File: config.mk
export PLATFORM = sky130hd
export DESIGN_NAME = pnfc_host
export DESIGN_NICKNAME = d
export VERILOG_FILES = /design/src/rtl/pnfc_pkg.sv /design/src/rtl/pnfc_host.sv
export VERILOG_INCLUDE_DIRS = /design/src /design/src/rtl
export SDC_FILE = /design/constraint.sdc
export NUM_CORES = 1
export LEC_CHECK = 0
export BUFFER_PORTS_ARGS = -buffer_cell sky130_fd_sc_hd__buf_2
export CORE_MARGIN = 2
export CORE_UTILIZATION = 62
export CTS_CLUSTER_DIAMETER = 40
export DETAILED_ROUTE_END_ITERATION = 16
export PLACE_DENSITY = 0.85
export SETUP_SLACK_MARGIN = 0.4
export SYNTH_ARGS = -nofsm -noshare
export SYNTH_HDL_FRONTEND = slang
export SYNTH_SLANG_ARGS = --single-unit
File: constraint.sdc
create_clock -name aclk -period 3.66 [get_ports aclk]
set_input_delay 0.732 -clock aclk [delete_from_list [all_inputs] [get_ports aclk]]
set_output_delay 0.732 -clock aclk [all_outputs]
set_load 0.03 [all_outputs]
File: src/rtl/pnfc_defs.svh
// register map, field positions and timing counts of the flash host
`ifndef PNFC_DEFS_SVH
`define PNFC_DEFS_SVH
`define PNFC_OFF_CTRL 8'h00
`define PNFC_OFF_ADDR 8'h04
`define PNFC_OFF_WDATA 8'h08
`define PNFC_OFF_STATUS 8'h0C
`define PNFC_OFF_CFG 8'h10
`define PNFC_CTRL_OP_LSB 0
`define PNFC_CTRL_GO 2
`define PNFC_CTRL_URGENT 3
`define PNFC_CTRL_POLL_LSB 4
`define PNFC_ADDR_W 23
`define PNFC_ADDR_BYTE_LSB 23
`define PNFC_ST_ENGINE_BUSY 0
`define PNFC_ST_DEV_BUSY 1
`define PNFC_ST_REFUSED 2
`define PNFC_ST_DONE 3
`define PNFC_ST_RDATA_LSB 16
`define PNFC_CFG_BYTE_MODE 0
`define PNFC_CFG_PROTECT_LOW 1
`define PNFC_CFG_RESET 32'h0000_0000
`define PNFC_AXI_OKAY 2'h0
`define PNFC_AXI_SLVERR 2'h2
`define PNFC_CLK_NS 10
`define PNFC_T_SETUP_NS 10
`define PNFC_T_WE_NS 50
`define PNFC_T_ACC_NS 70
`define PNFC_T_BUSY_NS 100
`define PNFC_T_RST_LOW_NS 500
`define PNFC_T_RST_REC_NS 200
`define PNFC_CYC(ns) (((ns) + `PNFC_CLK_NS - 1) / `PNFC_CLK_NS)
`define PNFC_SYNC_CYC 2
`endif

File: src/rtl/pnfc_pkg.sv
// types shared by the flash host controller
package pnfc_pkg;
   typedef enum logic [2:0] {
      PNFC_IDLE = 3'h0,
      PNFC_SETUP = 3'h1,
      PNFC_STROBE = 3'h3,
      PNFC_HOLD = 3'h2,
      PNFC_POLL = 3'h6,
      PNFC_RST = 3'h7,
      PNFC_RECOV = 3'h5
   } pnfc_state_e;
   typedef enum logic [1:0] {
      PNFC_OP_READ = 2'h0,
      PNFC_OP_WRITE = 2'h1,
      PNFC_OP_POLL = 2'h2,
      PNFC_OP_RESET = 2'h3
   } pnfc_op_e;
   typedef enum logic [1:0] {
      PNFC_POLL_PIN = 2'h0,
      PNFC_POLL_TOGGLE = 2'h1,
      PNFC_POLL_DATA = 2'h2
   } pnfc_poll_e;
   typedef struct packed {
      logic [22:0] addr;
      logic ce_n;
      logic we_n;
      logic oe_n;
      logic byte_n;
      logic reset_n;
      logic protect_or_accel_pin;
   } pnfc_pins_s;
endpackage : pnfc_pkg

File: src/rtl/pnfc_host.sv
// host controller driving a parallel nor flash from axi4-lite registers
//
// Design decisions made here: the AXI4-Lite slave port and the address map.
`timescale 1ns/1ps
`include "pnfc_defs.svh"
module pnfc_host #(
   parameter int ADDR_W = `PNFC_ADDR_W,
   parameter int RST_LOW_CYC = `PNFC_CYC(`PNFC_T_RST_LOW_NS)
) (
   input wire logic aclk,
   input wire logic aresetn,
   input wire logic [7:0] s_axi_awaddr,
   input wire logic s_axi_awvalid,
   output logic s_axi_awready,
   input wire logic [31:0] s_axi_wdata,
   input wire logic [3:0] s_axi_wstrb,
   input wire logic s_axi_wvalid,
   output logic s_axi_wready,
   output logic [1:0] s_axi_bresp,
   output logic s_axi_bvalid,
   input wire logic s_axi_bready,
   input wire logic [7:0] s_axi_araddr,
   input wire logic s_axi_arvalid,
   output logic s_axi_arready,
   output logic [31:0] s_axi_rdata,
   output logic [1:0] s_axi_rresp,
   output logic s_axi_rvalid,
   input wire logic s_axi_rready,
   output pnfc_pkg::pnfc_pins_s flash_pins,
   input wire logic [15:0] dq_in,
   output logic [15:0] dq_out,
   output logic [15:0] dq_oe_n,
   input wire logic operation_done_n
);
   import pnfc_pkg::*;

   localparam logic [7:0] SETUP_CYC = 8'(`PNFC_CYC(`PNFC_T_SETUP_NS));
   localparam logic [7:0] WE_CYC = 8'(`PNFC_CYC(`PNFC_T_WE_NS));
   // read data passes the two-stage synchroniser, so oe stays low longer
   localparam logic [7:0] RD_CYC =
      8'(`PNFC_CYC(`PNFC_T_ACC_NS) + `PNFC_SYNC_CYC);
   localparam logic [7:0] BUSY_CYC = 8'(`PNFC_CYC(`PNFC_T_BUSY_NS));
   localparam logic [15:0] REC_CYC = 16'(`PNFC_CYC(`PNFC_T_RST_REC_NS));

   function automatic logic [31:0] strobe_merge(input logic [31:0] old,
         input logic [31:0] nw, input logic [3:0] be);
      logic [31:0] r;
      r = old;
      for (int i = 0; i < 4; i++) begin
         if (be[i]) begin
            r[8*i +: 8] = nw[8*i +: 8];
         end
      end
      return r;
   endfunction : strobe_merge

   // synchronisers for the asynchronous flash outputs
   logic [15:0] dq_m_q, dq_s_q;
   logic rdy_m_q, rdy_s_q;
   always_ff @(posedge aclk) begin
      dq_m_q <= dq_in;
      dq_s_q <= dq_m_q;
      rdy_m_q <= operation_done_n;
      rdy_s_q <= rdy_m_q;
   end
   wire dev_busy = !rdy_s_q;

   // register file
   logic [31:0] ctrl_q, addr_q, wdata_q, cfg_q;
   logic [7:0] awaddr_q;
   logic [31:0] wbus_q;
   logic [3:0] wstrb_q;
   logic done_q, refused_q;
   logic [15:0] rdata_q;
   pnfc_state_e st_q;
   logic [15:0] cnt_q;
   pnfc_op_e op_q;
   pnfc_poll_e poll_q;
   logic first_q, prev_tgl_q;
   pnfc_pins_s pins_q;
   logic [15:0] dq_out_q, dq_oe_n_q;

   wire commit = !s_axi_awready && !s_axi_wready && !s_axi_bvalid;
   wire hit_ctrl = awaddr_q == `PNFC_OFF_CTRL;
   wire hit_addr = awaddr_q == `PNFC_OFF_ADDR;
   wire hit_wdata = awaddr_q == `PNFC_OFF_WDATA;
   wire hit_status = awaddr_q == `PNFC_OFF_STATUS;
   wire hit_cfg = awaddr_q == `PNFC_OFF_CFG;
   wire w_mapped = hit_ctrl | hit_addr | hit_wdata | hit_status | hit_cfg;
   wire [31:0] ctrl_new = strobe_merge(ctrl_q, wbus_q, wstrb_q);
   wire go_req = commit && hit_ctrl && ctrl_new[`PNFC_CTRL_GO];
   wire pnfc_op_e new_op = pnfc_op_e'(ctrl_new[`PNFC_CTRL_OP_LSB +: 2]);
   wire urgent = ctrl_new[`PNFC_CTRL_URGENT];
   wire engine_idle = st_q == PNFC_IDLE;
   // only a non-urgent write is held off while the flash reports busy
   wire busy_block = dev_busy && new_op == PNFC_OP_WRITE && !urgent;
   wire start = go_req && engine_idle && !busy_block;
   wire refuse = go_req && !start;

   wire [31:0] status_word = {rdata_q, 12'h000, done_q, refused_q,
      dev_busy, !engine_idle};
   wire ar_hit_ctrl = s_axi_araddr == `PNFC_OFF_CTRL;
   wire ar_hit_addr = s_axi_araddr == `PNFC_OFF_ADDR;
   wire ar_hit_wdata = s_axi_araddr == `PNFC_OFF_WDATA;
   wire ar_hit_status = s_axi_araddr == `PNFC_OFF_STATUS;
   wire ar_hit_cfg = s_axi_araddr == `PNFC_OFF_CFG;
   wire r_mapped = ar_hit_ctrl | ar_hit_addr | ar_hit_wdata |
      ar_hit_status | ar_hit_cfg;
   wire [31:0] rd_mux = ar_hit_ctrl ? ctrl_q :
      ar_hit_addr ? addr_q :
      ar_hit_wdata ? wdata_q :
      ar_hit_status ? status_word :
      ar_hit_cfg ? cfg_q : 32'h0000_0000;

   // axi write channel: address and data taken in either order
   always_ff @(posedge aclk) begin
      if (!aresetn) begin
         s_axi_awready <= 1'b1;
         s_axi_wready <= 1'b1;
         s_axi_bvalid <= 1'b0;
         s_axi_bresp <= `PNFC_AXI_OKAY;
         awaddr_q <= 8'h00;
         wbus_q <= 32'h0000_0000;
         wstrb_q <= 4'h0;
      end else begin
         if (s_axi_awvalid && s_axi_awready) begin
            awaddr_q <= {s_axi_awaddr[7:2], 2'h0};
            s_axi_awready <= 1'b0;
         end
         if (s_axi_wvalid && s_axi_wready) begin
            wbus_q <= s_axi_wdata;
            wstrb_q <= s_axi_wstrb;
            s_axi_wready <= 1'b0;
         end
         if (commit) begin
            s_axi_bvalid <= 1'b1;
            s_axi_bresp <= w_mapped ? `PNFC_AXI_OKAY : `PNFC_AXI_SLVERR;
         end
         if (s_axi_bvalid && s_axi_bready) begin
            s_axi_bvalid <= 1'b0;
            s_axi_awready <= 1'b1;
            s_axi_wready <= 1'b1;
         end
      end
   end

   always_ff @(posedge aclk) begin
      if (!aresetn) begin
         s_axi_arready <= 1'b1;
         s_axi_rvalid <= 1'b0;
         s_axi_rdata <= 32'h0000_0000;
         s_axi_rresp <= `PNFC_AXI_OKAY;
      end else if (s_axi_arvalid && s_axi_arready) begin
         s_axi_arready <= 1'b0;
         s_axi_rvalid <= 1'b1;
         s_axi_rdata <= rd_mux;
         s_axi_rresp <= r_mapped ? `PNFC_AXI_OKAY : `PNFC_AXI_SLVERR;
      end else if (s_axi_rvalid && s_axi_rready) begin
         s_axi_rvalid <= 1'b0;
         s_axi_arready <= 1'b1;
      end
   end

   // go bit is self clearing; other registers hold what software wrote
   always_ff @(posedge aclk) begin
      if (!aresetn) begin
         ctrl_q <= 32'h0000_0000;
         addr_q <= 32'h0000_0000;
         wdata_q <= 32'h0000_0000;
         cfg_q <= `PNFC_CFG_RESET;
      end else if (commit) begin
         if (hit_ctrl) begin
            ctrl_q <= ctrl_new & ~(32'h1 << `PNFC_CTRL_GO);
         end
         if (hit_addr) begin
            addr_q <= strobe_merge(addr_q, wbus_q, wstrb_q);
         end
         if (hit_wdata) begin
            wdata_q <= strobe_merge(wdata_q, wbus_q, wstrb_q);
         end
         if (hit_cfg) begin
            cfg_q <= strobe_merge(cfg_q, wbus_q, wstrb_q);
         end
      end
   end

   wire byte_mode = cfg_q[`PNFC_CFG_BYTE_MODE];
   wire cnt_end = cnt_q == 16'h0001;
   wire write_op = op_q == PNFC_OP_WRITE;
   wire polling_status_bit = rdata_q[7]; // latched word, not the live bus
   wire toggling_status_bit = rdata_q[6];
   wire poll_hit = (poll_q == PNFC_POLL_TOGGLE) ?
      (!first_q && toggling_status_bit == prev_tgl_q) :
      (polling_status_bit == wdata_q[7]);
   // in byte mode dq15 is an address input and is driven in read and write cycles alike
   wire [15:0] cyc_oe_n = write_op ? 16'h0000 :
      (byte_mode ? 16'h7FFF : 16'hFFFF);
   wire [15:0] cyc_out = byte_mode ?
      {addr_q[`PNFC_ADDR_BYTE_LSB], wdata_q[14:0]} : wdata_q[15:0];

   // flash bus cycle engine
   always_ff @(posedge aclk) begin
      if (!aresetn) begin
         st_q <= PNFC_IDLE;
         cnt_q <= 16'h0000;
         op_q <= PNFC_OP_READ;
         poll_q <= PNFC_POLL_PIN;
         first_q <= 1'b0;
         prev_tgl_q <= 1'b0;
         done_q <= 1'b0;
         refused_q <= 1'b0;
         rdata_q <= 16'h0000;
         pins_q <= '{addr: '0, ce_n: 1'b1, we_n: 1'b1, oe_n: 1'b1,
            byte_n: 1'b1, reset_n: 1'b1, protect_or_accel_pin: 1'b1};
         dq_out_q <= 16'h0000;
         dq_oe_n_q <= 16'hFFFF;
      end else begin
         pins_q.byte_n <= !byte_mode;
         pins_q.protect_or_accel_pin <= !cfg_q[`PNFC_CFG_PROTECT_LOW];
         if (refuse) begin
            refused_q <= 1'b1;
         end else if (start) begin
            refused_q <= 1'b0;
         end
         case (st_q)
            PNFC_IDLE: begin
               if (start) begin
                  done_q <= 1'b0;
                  op_q <= new_op;
                  poll_q <= pnfc_poll_e'(ctrl_new[`PNFC_CTRL_POLL_LSB +: 2]);
                  first_q <= 1'b1;
                  if (new_op == PNFC_OP_RESET) begin
                     pins_q.reset_n <= 1'b0;
                     cnt_q <= 16'(RST_LOW_CYC);
                     st_q <= PNFC_RST;
                  end else if (new_op == PNFC_OP_POLL &&
                        ctrl_new[`PNFC_CTRL_POLL_LSB +: 2] == 2'h0) begin
                     cnt_q <= 16'(BUSY_CYC);
                     st_q <= PNFC_POLL;
                  end else begin
                     st_q <= PNFC_SETUP;
                     cnt_q <= 16'(SETUP_CYC);
                  end
               end
            end
            PNFC_SETUP: begin
               pins_q.addr <= addr_q[ADDR_W-1:0];
               pins_q.ce_n <= 1'b0;
               dq_out_q <= cyc_out;
               dq_oe_n_q <= cyc_oe_n;
               if (cnt_end && !pins_q.ce_n) begin
                  st_q <= PNFC_STROBE;
                  cnt_q <= write_op ? 16'(WE_CYC) : 16'(RD_CYC);
                  pins_q.we_n <= !write_op;
                  pins_q.oe_n <= write_op;
               end else if (!pins_q.ce_n) begin
                  cnt_q <= cnt_q - 16'h0001;
               end
            end
            PNFC_STROBE: begin
               if (cnt_end) begin
                  // flash latches address and data on the rising write edge
                  pins_q.we_n <= 1'b1;
                  pins_q.oe_n <= 1'b1;
                  st_q <= PNFC_HOLD;
                  if (!write_op) begin
                     rdata_q <= dq_s_q;
                  end
               end else begin
                  cnt_q <= cnt_q - 16'h0001;
               end
            end
            PNFC_HOLD: begin
               // chip select released between cycles lets the flash idle
               pins_q.ce_n <= 1'b1;
               dq_oe_n_q <= 16'hFFFF;
               first_q <= 1'b0;
               prev_tgl_q <= rdata_q[6];
               if (op_q == PNFC_OP_POLL && !poll_hit) begin
                  st_q <= PNFC_SETUP;
                  cnt_q <= 16'(SETUP_CYC);
               end else begin
                  st_q <= PNFC_IDLE;
                  done_q <= 1'b1;
               end
            end
            PNFC_POLL: begin
               // busy pin may lag the last write, so wait before trusting it
               if (!cnt_end) begin
                  cnt_q <= cnt_q - 16'h0001;
               end else if (!dev_busy) begin
                  st_q <= PNFC_IDLE;
                  done_q <= 1'b1;
               end
            end
            PNFC_RST: begin
               if (cnt_end) begin
                  pins_q.reset_n <= 1'b1;
                  cnt_q <= REC_CYC;
                  st_q <= PNFC_RECOV;
               end else begin
                  cnt_q <= cnt_q - 16'h0001;
               end
            end
            PNFC_RECOV: begin
               if (cnt_end) begin
                  st_q <= PNFC_IDLE;
                  done_q <= 1'b1;
               end else begin
                  cnt_q <= cnt_q - 16'h0001;
               end
            end
            default: begin
               st_q <= PNFC_IDLE;
            end
         endcase
      end
   end

   assign flash_pins = pins_q;
   assign dq_out = dq_out_q;
   assign dq_oe_n = dq_oe_n_q;
endmodule : pnfc_host

Word-level counts from Yosys, hierarchy flattened
Index checks and enable logic that the tools add are counted.
W data, S select, Z words.
{"block": "word_totals", "input_bits": 76, "elab_cells": 221, "output_inout_bits": 102, "ff_bits": 348}
{"block": "classes", "n_bitwise": 10, "addsub": 1, "n_eq_ne": 35, "n_mux": 54, "reduce_logical": 71}
{"op": "$mux W32", "count": 5}
{"op": "$mux W16", "count": 9}
{"op": "$pmux W16 S5", "count": 1}
{"op": "$reduce_and A3 Y1", "count": 18}
{"op": "$pmux W16 S2", "count": 1}
{"op": "$mux W3", "count": 9}
{"op": "$pmux W3 S7", "count": 1}
{"op": "$logic_and A1 B1 Y1", "count": 18}
{"op": "$ne A2 B2 Y1 const B", "count": 9}
{"op": "$eq A16 B1 Y1 const B", "count": 1}
{"op": "$eq A8 B4 Y1 const B", "count": 2}
{"op": "$logic_not A8 Y1", "count": 2}
{"op": "$sub A16 B1 Y16 const B", "count": 1}
{"op": "$mux W1", "count": 15}
{"op": "$logic_not A1 Y1", "count": 14}
{"op": "$eq A6 B2 Y1 const B", "count": 2}
{"op": "$mux W6", "count": 2}
{"op": "$reduce_bool A2 Y1", "count": 6}
{"op": "$eq A3 B3 Y1 const B", "count": 3}
{"op": "$eq A8 B3 Y1 const B", "count": 1}
{"op": "$eq A8 B5 Y1 const B", "count": 1}
{"op": "$mux W2", "count": 4}
{"op": "$mux W4", "count": 2}
{"op": "$or A1 B1 Y1", "count": 8}
{"op": "24 further kinds", "count": 36}

Depth between registers and ports, before layout
Gate-level depths: netlist of the first run.
{"block": "depth", "ltp_word": 10, "mapped_depth": 11}

Least setup slack after synthesis of the first run
OpenSTA, ideal clock, no wires.
{"block": "synth_path", "path_kind": "input to register", "from": "input port s_axi_araddr[1]", "to": "register s_axi_rdata[13]", "cell_stages": 7, "arrival_time_ps": 2425, "n_path_buf": 2, "slack_ps": 1103, "required_ps": 3528, "path_cell_list": "or4_4 or3_1 clkbuf_1 or3_4 buf_6 o211ai_2 a21oi_1"}
{"block": "synth_between", "elab_chain_len": 6, "elab_cells_between_ends": 10, "classes_between": "eq/ne: 4; mux: 5; reduce/logical: 1"}
{"element": "start: declaration", "line": "pnfc_host.sv:22", "rtl": "input wire logic [7:0] s_axi_araddr,"}
{"element": "$eq A8 B5 Y1 (no source line)"}
{"element": "$mux W32", "line": "pnfc_host.sv:113", "rtl": "ar_hit_cfg ? cfg_q : 32'h0000_0000;"}
{"element": "$mux W32", "line": "pnfc_host.sv:112", "rtl": "ar_hit_status ? status_word :"}
{"element": "$mux W32", "line": "pnfc_host.sv:111", "rtl": "ar_hit_wdata ? wdata_q :"}
{"element": "$mux W32", "line": "pnfc_host.sv:110", "rtl": "ar_hit_addr ? addr_q :"}
{"element": "$mux W32 (*)", "line": "pnfc_host.sv:109", "rtl": "wire [31:0] rd_mux = ar_hit_ctrl ? ctrl_q :"}
{"element": "end signal: assignment", "line": "pnfc_host.sv:156", "rtl": "s_axi_rdata <= rd_mux;"}
{"element": "end: declaration", "line": "pnfc_host.sv:25", "rtl": "output logic [31:0] s_axi_rdata,"}
Every way passes the cells marked *; elsewhere a longest branch is shown, timed or not.
A chain may end at the register's enable or synchronous reset.

Final worst setup path of the first run
{"block": "layout_path", "from": "register st_q[2]", "to": "register cnt_q[15]"}
{"block": "layout_between", "elab_chain_len": 5, "elab_cells_between_ends": 17, "classes_between": "eq/ne: 10; mux: 1; reduce/logical: 6"}
{"element": "start: declaration", "line": "pnfc_host.sv:75", "rtl": "pnfc_state_e st_q;"}
{"element": "start signal: assignment", "line": "pnfc_host.sv:204", "rtl": "st_q <= PNFC_IDLE;"}
{"element": "start signal: assignment", "line": "pnfc_host.sv:235", "rtl": "st_q <= PNFC_RST;"}
{"element": "start signal: assignment", "line": "pnfc_host.sv:239", "rtl": "st_q <= PNFC_POLL;"}
{"element": "parallel branches: the longest is 5 deep, another holds $reduce_bool A5 Y1"}
{"element": "end signal: assignment", "line": "pnfc_host.sv:234", "rtl": "cnt_q <= 16'(RST_LOW_CYC);"}
{"element": "end signal: assignment", "line": "pnfc_host.sv:238", "rtl": "cnt_q <= 16'(BUSY_CYC);"}
{"element": "end signal: assignment", "line": "pnfc_host.sv:242", "rtl": "cnt_q <= 16'(SETUP_CYC);"}
{"element": "end: declaration", "line": "pnfc_host.sv:76", "rtl": "logic [15:0] cnt_q;"}
Parallel ways; which one is timed is not known.

==> metrics.md, run 1 <==
| Metric | Value |
|---|---|
| Run status | `finished, final reports clean` |
| First-pass GRT wire length | `56360 µm` |
| CTS Buffer Depth | `3` |
| Num CTS Buffers | `38` |
| Vias per cell | `6.127` |
| VDD IR max | `0.0004991 V` |
| TritonCTS Sinks | `332` |
| Leakage | `6.692 nW` |
| Sequential share of the synthesized area | `0.4972` |
| DP Cell Count | `1865` |
| Hold-fix buffers, CTS | `0` |
| Setup_tns | `0 ns` |
| PostCTS Resize Cnt | `0` |
| DIE HEIGHT | `150.8 µm` |
| Critical Path, Cell by Cell | `inv_1, fa_1, a21oi_1, o22ai_2, or3_1, o41ai_1` |
| GP Congestion | `0.8616` |
| Area Growth Syn to Fin | `17.07%` |
| Synthesized area per cell | `8.864 µm²` |
| Worst Tran Pin Value | `0.9747 ns` |
| Post-CTS Setup Bufs | `0` |
| F_max | `366.0 MHz` |
| Count of final max-slew check failures | `0` |
| Vias in the first global route | `11.05k` |
| Hpwl dp | `23390 µm` |
| Iter 0 DRT Violations | `1020` |
| Slowest CP cell | `dfxtp_1` |
| Crit Path Category | `register to register` |
| CTS root buf | `clkbuf_16` |
| CP Max Fanout | `15` |
| Routed wire length per instance | `18.68 µm` |
| Crit end category | `register` |
| Setup-failing EPs final | `0` |
| PD cells | `596.1 nW/µm²` |
| Worst skew pair latency | `0.52 ns` |
| Synth Flop Type | `dfxtp_1` |
| Final worst setup slack | `0.9281 ns` |
| # port buffers | `173` |
| Most common cell after layout, fill and taps aside | `dfxtp_1` |
| Post-synth EDFFs | `0` |
| Number of routed nets with antenna violations | `0` |
| Relative slew margins | `0.3486` |
| DRT Wirelength | `36130 µm` |
| Synth warn | `0` |
| DRC violation count after routing | `0` |
| Core ar. | `21090 µm²` |
| Post-Syn Area | `13370 µm²` |
| Synth Instances | `1508` |
| H-Tree Depth | `2` |
| Most frequent cells in the layout | `332 x dfxtp_1, 237 x nand2_1, 178 x nor2_1` |
| Worst Setup Start Kind | `register` |
| Max-Cap Viols | `0` |
| Pin count of the biggest net entering global routing | `113` |
| Gr usage total | `0.3117` |
| Cell row count | `53` |
| Tmin final | `2.732 ns` |
| Antenna violations before repair | `0` |
| Post-synth cell types | `68` |
| Crit share post-route | `0.7464` |
| DR pass1 iterations | `5` |
| Final Hold Vio Count | `0` |
| Setup Skew | `0.01777 ns` |
| DR vias | `11.85k` |
| TritonCTS clock tree | `built` |
| Clock Pin Slew Worst Setup and Hold Paths | `0.06 ns` |
| Data arrival, critical path | `3.14 ns` |
| Worst Path Required | `4.07 ns` |
| DP Worst Slack | `0.8811 ns` |
| Die area | `22750 µm²` |
| Final global-route overflow total | `0` |
| Nets | `1710` |
| Share of cells above drive strength 1 | `0.1814` |
| Hold WC Path Type | `input port to register` |
| RSZ-0062 raised after global routing | `false` |
| Antenna cells | `0` |
| Flops & latches, synth | `332` |
| DIE WIDTH | `150.8 µm` |
| Critical Path Max Stage Delay | `0.66 ns` |
| Total power | `9.329 mW` |
| Number of placed I/O pins | `178` |
| FFs w/ async S/R, synth | `0` |
| Initial Util | `0.6339` |
| Non-Filler Instances | `1934` |
-- power by group --
| group | switching, mW | internal [mW] | total [mW] |
|---|---|---|---|
| registers | 0.157 | 3.74 | 3.90 |
| clock network | 1.51 | 2.57 | 4.08 |
| logic | 0.936 | 0.416 | 1.35 |
-- path summary, 6_finish.rpt --
path | from | end | slack, ns | cells after the start
worst max-delay path | st_q[2] | cnt_q[15] | 0.93 | 6
worst min-delay path | dq_in[4] | dq_m_q[4] | 0.31 | 1
worst max register to register | st_q[2] | cnt_q[15] | 0.93 | 6
worst min register to register | dq_m_q[7] | dq_s_q[7] | 0.32 | 0
-- cell usage after synthesis, drive strengths merged (4+ instances only) --
cell	count	area, µm²
a221oi	13	113.9
xnor2	4	35.03
a211oi	12	90.09
nor4	9	122.6
o31ai	9	67.56
nand2	237	889.6
a21oi	150	750.7
dfxtp	332	6646
a31oi	6	37.54
nor3b	5	42.54
clkbuf	75	281.5
buf	41	247.7
nand3	59	295.3
nor3	26	140.1
and2	5	31.28
nor2b	4	25.02
o21ai	62	310.3
a22oi	22	165.2
inv	14	52.55
mux2	10	112.6
nor2	180	680.7
mux2i	138	1381
or3	8	55.05
o22ai	11	75.07
o211ai	15	162.7
nand2b	13	81.33
-- cell families after synthesis --
| group | synth area share |
|---|---|
| other | 0.0002806 |
| muxes | 0.1168 |
| adders and majority gates | 0.004867 |
| DFF | 0.4972 |
| xor gates and xnor gates | 0.003276 |
| AOI/OAI and AO/OA | 0.1458 |
| buffers and inverters | 0.04353 |
| and+or+nand+nor | 0.1881 |
-- critical path: cells and delay by family (launching register included) --
kind | cells | cell delay [ns]
AND/OR/NAND/NOR | 1 | 0.44
AO/OA/AOI/OAI | 3 | 0.74
adder cells (fa/ha/maj) | 1 | 0.53
flip-flops | 1 | 0.66
buffers and inverters | 1 | 0.25
-- cell type report --
cell class                      instances  area, µm²
Clock inverter                         20      307.8
Timing Repair Buffer                  197       1071
Clock buffer                           49       1064
Multi-Input combinational cell       1047       6158
Tap cell                              275      344.1
Inverter                               14      57.56
Sequential cell                       332       6646
Fill cell                            1526       5439
-- routing by layer --
metal | share of wire | up-vias | global-route usage
li1 | - | 5471 | -
met1 | 0.40 | 5629 | 0.4073
met2 | 0.48 | 641 | 0.5164
met3 | 0.094 | 108 | 0.05271
met4 | 0.030 | 0 | 0.1257
met5 | 0 | - | 0
-- through the flow --
stage	area [µm²]	hold slack (ns)	utilization
5_1_grt	15650	0.3001	0.7421
2_1_floorplan	13370	0.3096	-
3_5_place_dp	14280	0.3128	0.6771
4_1_cts	15650	0.3025	0.7421
6_report	15650	0.3143	0.7421
3_3_place_gp	14280	0.3100	0.6771
-- registers in the layout, indices dropped and copies added (netlist names), 29 cells and up --
register,count
ctrl_q,31
wbus_q,32
flash_pins,29
wdata_q,32
addr_q,32
s_axi_rdata,32
cfg_q,32
No activity file was read; power rests on OpenSTA's default activity.
==> run 2, diff against run 1 <==
--- a/config.mk
+++ b/config.mk
@@ -8,10 +8,10 @@
 export LEC_CHECK = 0
 export BUFFER_PORTS_ARGS = -buffer_cell sky130_fd_sc_hd__buf_2
 export CORE_MARGIN = 2
-export CORE_UTILIZATION = 62
+export CORE_UTILIZATION = 57
 export CTS_CLUSTER_DIAMETER = 40
 export DETAILED_ROUTE_END_ITERATION = 16
-export PLACE_DENSITY = 0.85
+export PLACE_DENSITY = 0.79
 export SETUP_SLACK_MARGIN = 0.4
 export SYNTH_ARGS = -nofsm -noshare
 export SYNTH_HDL_FRONTEND = slang
==> constraint.sdc (replaced) <==
create_clock -name aclk -period 2.8 [get_ports aclk]
set_input_delay 0.56 -clock aclk [delete_from_list [all_inputs] [get_ports aclk]]
set_output_delay 0.56 -clock aclk [all_outputs]
set_load 0.03 [all_outputs]
==> run 2 against run 1 <==
Critical path depth rose by 2. Largest power group unchanged. Non-clock buffer count grew 32. Highest routed layer is now met5. Global-route usage shrank 1.6 points. Setup slack worse by 0.47 ns. Sequential cell count stayed put.
==> metrics.md, run 2 (synthesis gave the netlist of run 1 again) <==
| Metric | Value |
|---|---|
| Crit Path Category | `register to register` |
| Data arrival, critical path | `2.72 ns` |
| Area Growth Syn to Fin | `20.58%` |
| DP Worst Slack | `0.2383 ns` |
| Crit end category | `register` |
| Most used cell, CP | `buf_4` |
| Core ar. | `23260 µm²` |
| Layout fillers | `1804` |
| Post-CTS Setup Bufs | `0` |
| CTS root buf | `clkbuf_16` |
| Relative slew margins | `0.3776` |
| Gr usage total | `0.2960` |
| DIE HEIGHT | `157.1 µm` |
| TritonCTS clock tree | `built` |
| Run status | `finished, final reports clean` |
| Pin count of the biggest net entering global routing | `72` |
| DR vias | `11.80k` |
| Critical Path Max Stage Delay | `0.35 ns` |
| Vias per cell | `5.855` |
| TritonCTS Sinks | `332` |
| Hpwl dp | `24390 µm` |
| Top Family by Delay on Critical Path | `simple AND/OR/NAND/NOR gates` |
| Num CTS Buffers | `41` |
| Iter 0 DRT Violations | `1080` |
| Crit share post-route | `0.8380` |
| Worst Tran Pin Value | `0.9301 ns` |
| Area of the multi-input gates | `6188 µm²` |
| F_max | `426.2 MHz` |
| Setup Skew | `0.01321 ns` |
| Worst Path Required | `3.18 ns` |
| Tmin final | `2.346 ns` |
| Final Hold Vio Count | `0` |
| Setup-failing EPs final | `0` |
| Nets | `1745` |
| Most common cell after layout, fill and taps aside | `dfxtp_1` |
| GP Congestion | `0.8716` |
| Number of routed nets with antenna violations | `0` |
| Worst Path Buf+Inv | `2` |
| Share of cells above drive strength 1 | `0.2057` |
| DR pass1 iterations | `5` |
| CTS Buffer Depth | `3` |
| Hold-fix buffers, CTS | `0` |
| VDD IR max | `0.0005245 V` |
| Vias in the first global route | `11.21k` |
| Worst Setup Start Kind | `register` |
| DRC violation count after routing | `0` |
| Critical Path, Cell by Cell | `buf_4, nand2b_1, nor4b_4, a32oi_2, or2_1, buf_4, o31ai_1, a21oi_1` |
| Clock Pin Slew Worst Setup and Hold Paths | `0.06 ns` |
| Max-Cap Viols | `0` |
| Antenna cells | `0` |
| Antenna violations before repair | `1` |
| DIE WIDTH | `157.1 µm` |
| Reg area | `6649 µm²` |
| Worst skew pair latency | `0.53 ns` |
| Slowest CP cell | `dfxtp_1` |
| RSZ-0062 raised after global routing | `false` |
| Cell row count | `56` |
| Leakage | `6.916 nW` |
| Core Util, Final | `0.6929` |
| Hold WC Path Type | `input port to register` |
| Count of final max-slew check failures | `0` |
| Initial Util | `0.5746` |
| Die area | `24690 µm²` |
| Routed wire length per instance | `18.42 µm` |
| H-Tree Depth | `2` |
| PD cells | `784.8 nW/µm²` |
| Number of placed I/O pins | `178` |
| # port buffers | `173` |
| Most frequent cells in the layout | `330 x dfxtp_1, 237 x nand2_1, 177 x nor2_1` |
| Total power | `12.65 mW` |
| Setup_tns | `0 ns` |
| First-pass GRT wire length | `57930 µm` |
| Final global-route overflow total | `0` |
| Final worst setup slack | `0.4537 ns` |
| DRT Wirelength | `37130 µm` |
| CP Max Fanout | `17` |
[run 2: cell count changes in the layout (fill, tap and decap cells not counted), moves of 2 or more]
cell	change
clkbuf_1	-3
clkbuf_8	+2
dfxtp_1	-2
clkinvlp_4	+2
clkbuf_16	+4
dfxtp_2	+2
buf_4	+31
clkinv_2	+3
[run 2: final cells by class]
cell class                      count  area share
Clock buffer                       52     0.07320
Tap cell                          319     0.02476
Inverter                           14    0.003571
Multi-Input combinational cell   1047      0.3839
Timing Repair Buffer              229     0.08213
Clock inverter                     23     0.01987
Sequential cell                   332      0.4125
[run 2: final timing paths]
path | end | slack, ns | cells after the start | start
setup reg to reg | cnt_q[8] | 0.45 | 8 | st_q[1]
setup / recovery | cnt_q[8] | 0.45 | 8 | st_q[1]
hold reg to reg | rdy_s_q | 0.32 | 0 | rdy_m_q
hold / removal | dq_m_q[4] | 0.13 | 1 | dq_in[4]
[run 2: layer usage]
metal  wire [µm]  up-vias  track usage
met5           9        -            0
met4        1315        2       0.1286
met3        3007      117      0.05066
met2       17880      556       0.4967
met1       14920     5568       0.3764
li1            -     5560            -
[run 2: per-stage QoR]
step / hold WS [ns] / instances / cell area, µm²
detailed placement: 0.3121 / 1941 / 14590
global placement: 0.3115 / 1941 / 14590
floorplan: 0.3096 / 1509 / 13370
global route: 0.1133 / 2016 / 16120
finish: 0.1256 / 2016 / 16120
CTS: 0.1127 / 2016 / 16100
[run 2: report_power, final]
part	internal, mW	total [mW]	leakage [nW]	switching, mW
logic	0.626	1.88	3.49	1.25
registers	4.89	5.09	2.70	0.195
clock network	3.64	5.68	0.724	2.04
[run 2: repair_timing]
item | 4_1_cts | 5_1_grt
hold endpoints to repair | 0 | 0
pin swaps | 0 | 2
endpoints found under the setup margin | 5 | 13
gates resized for setup | 3 | 5
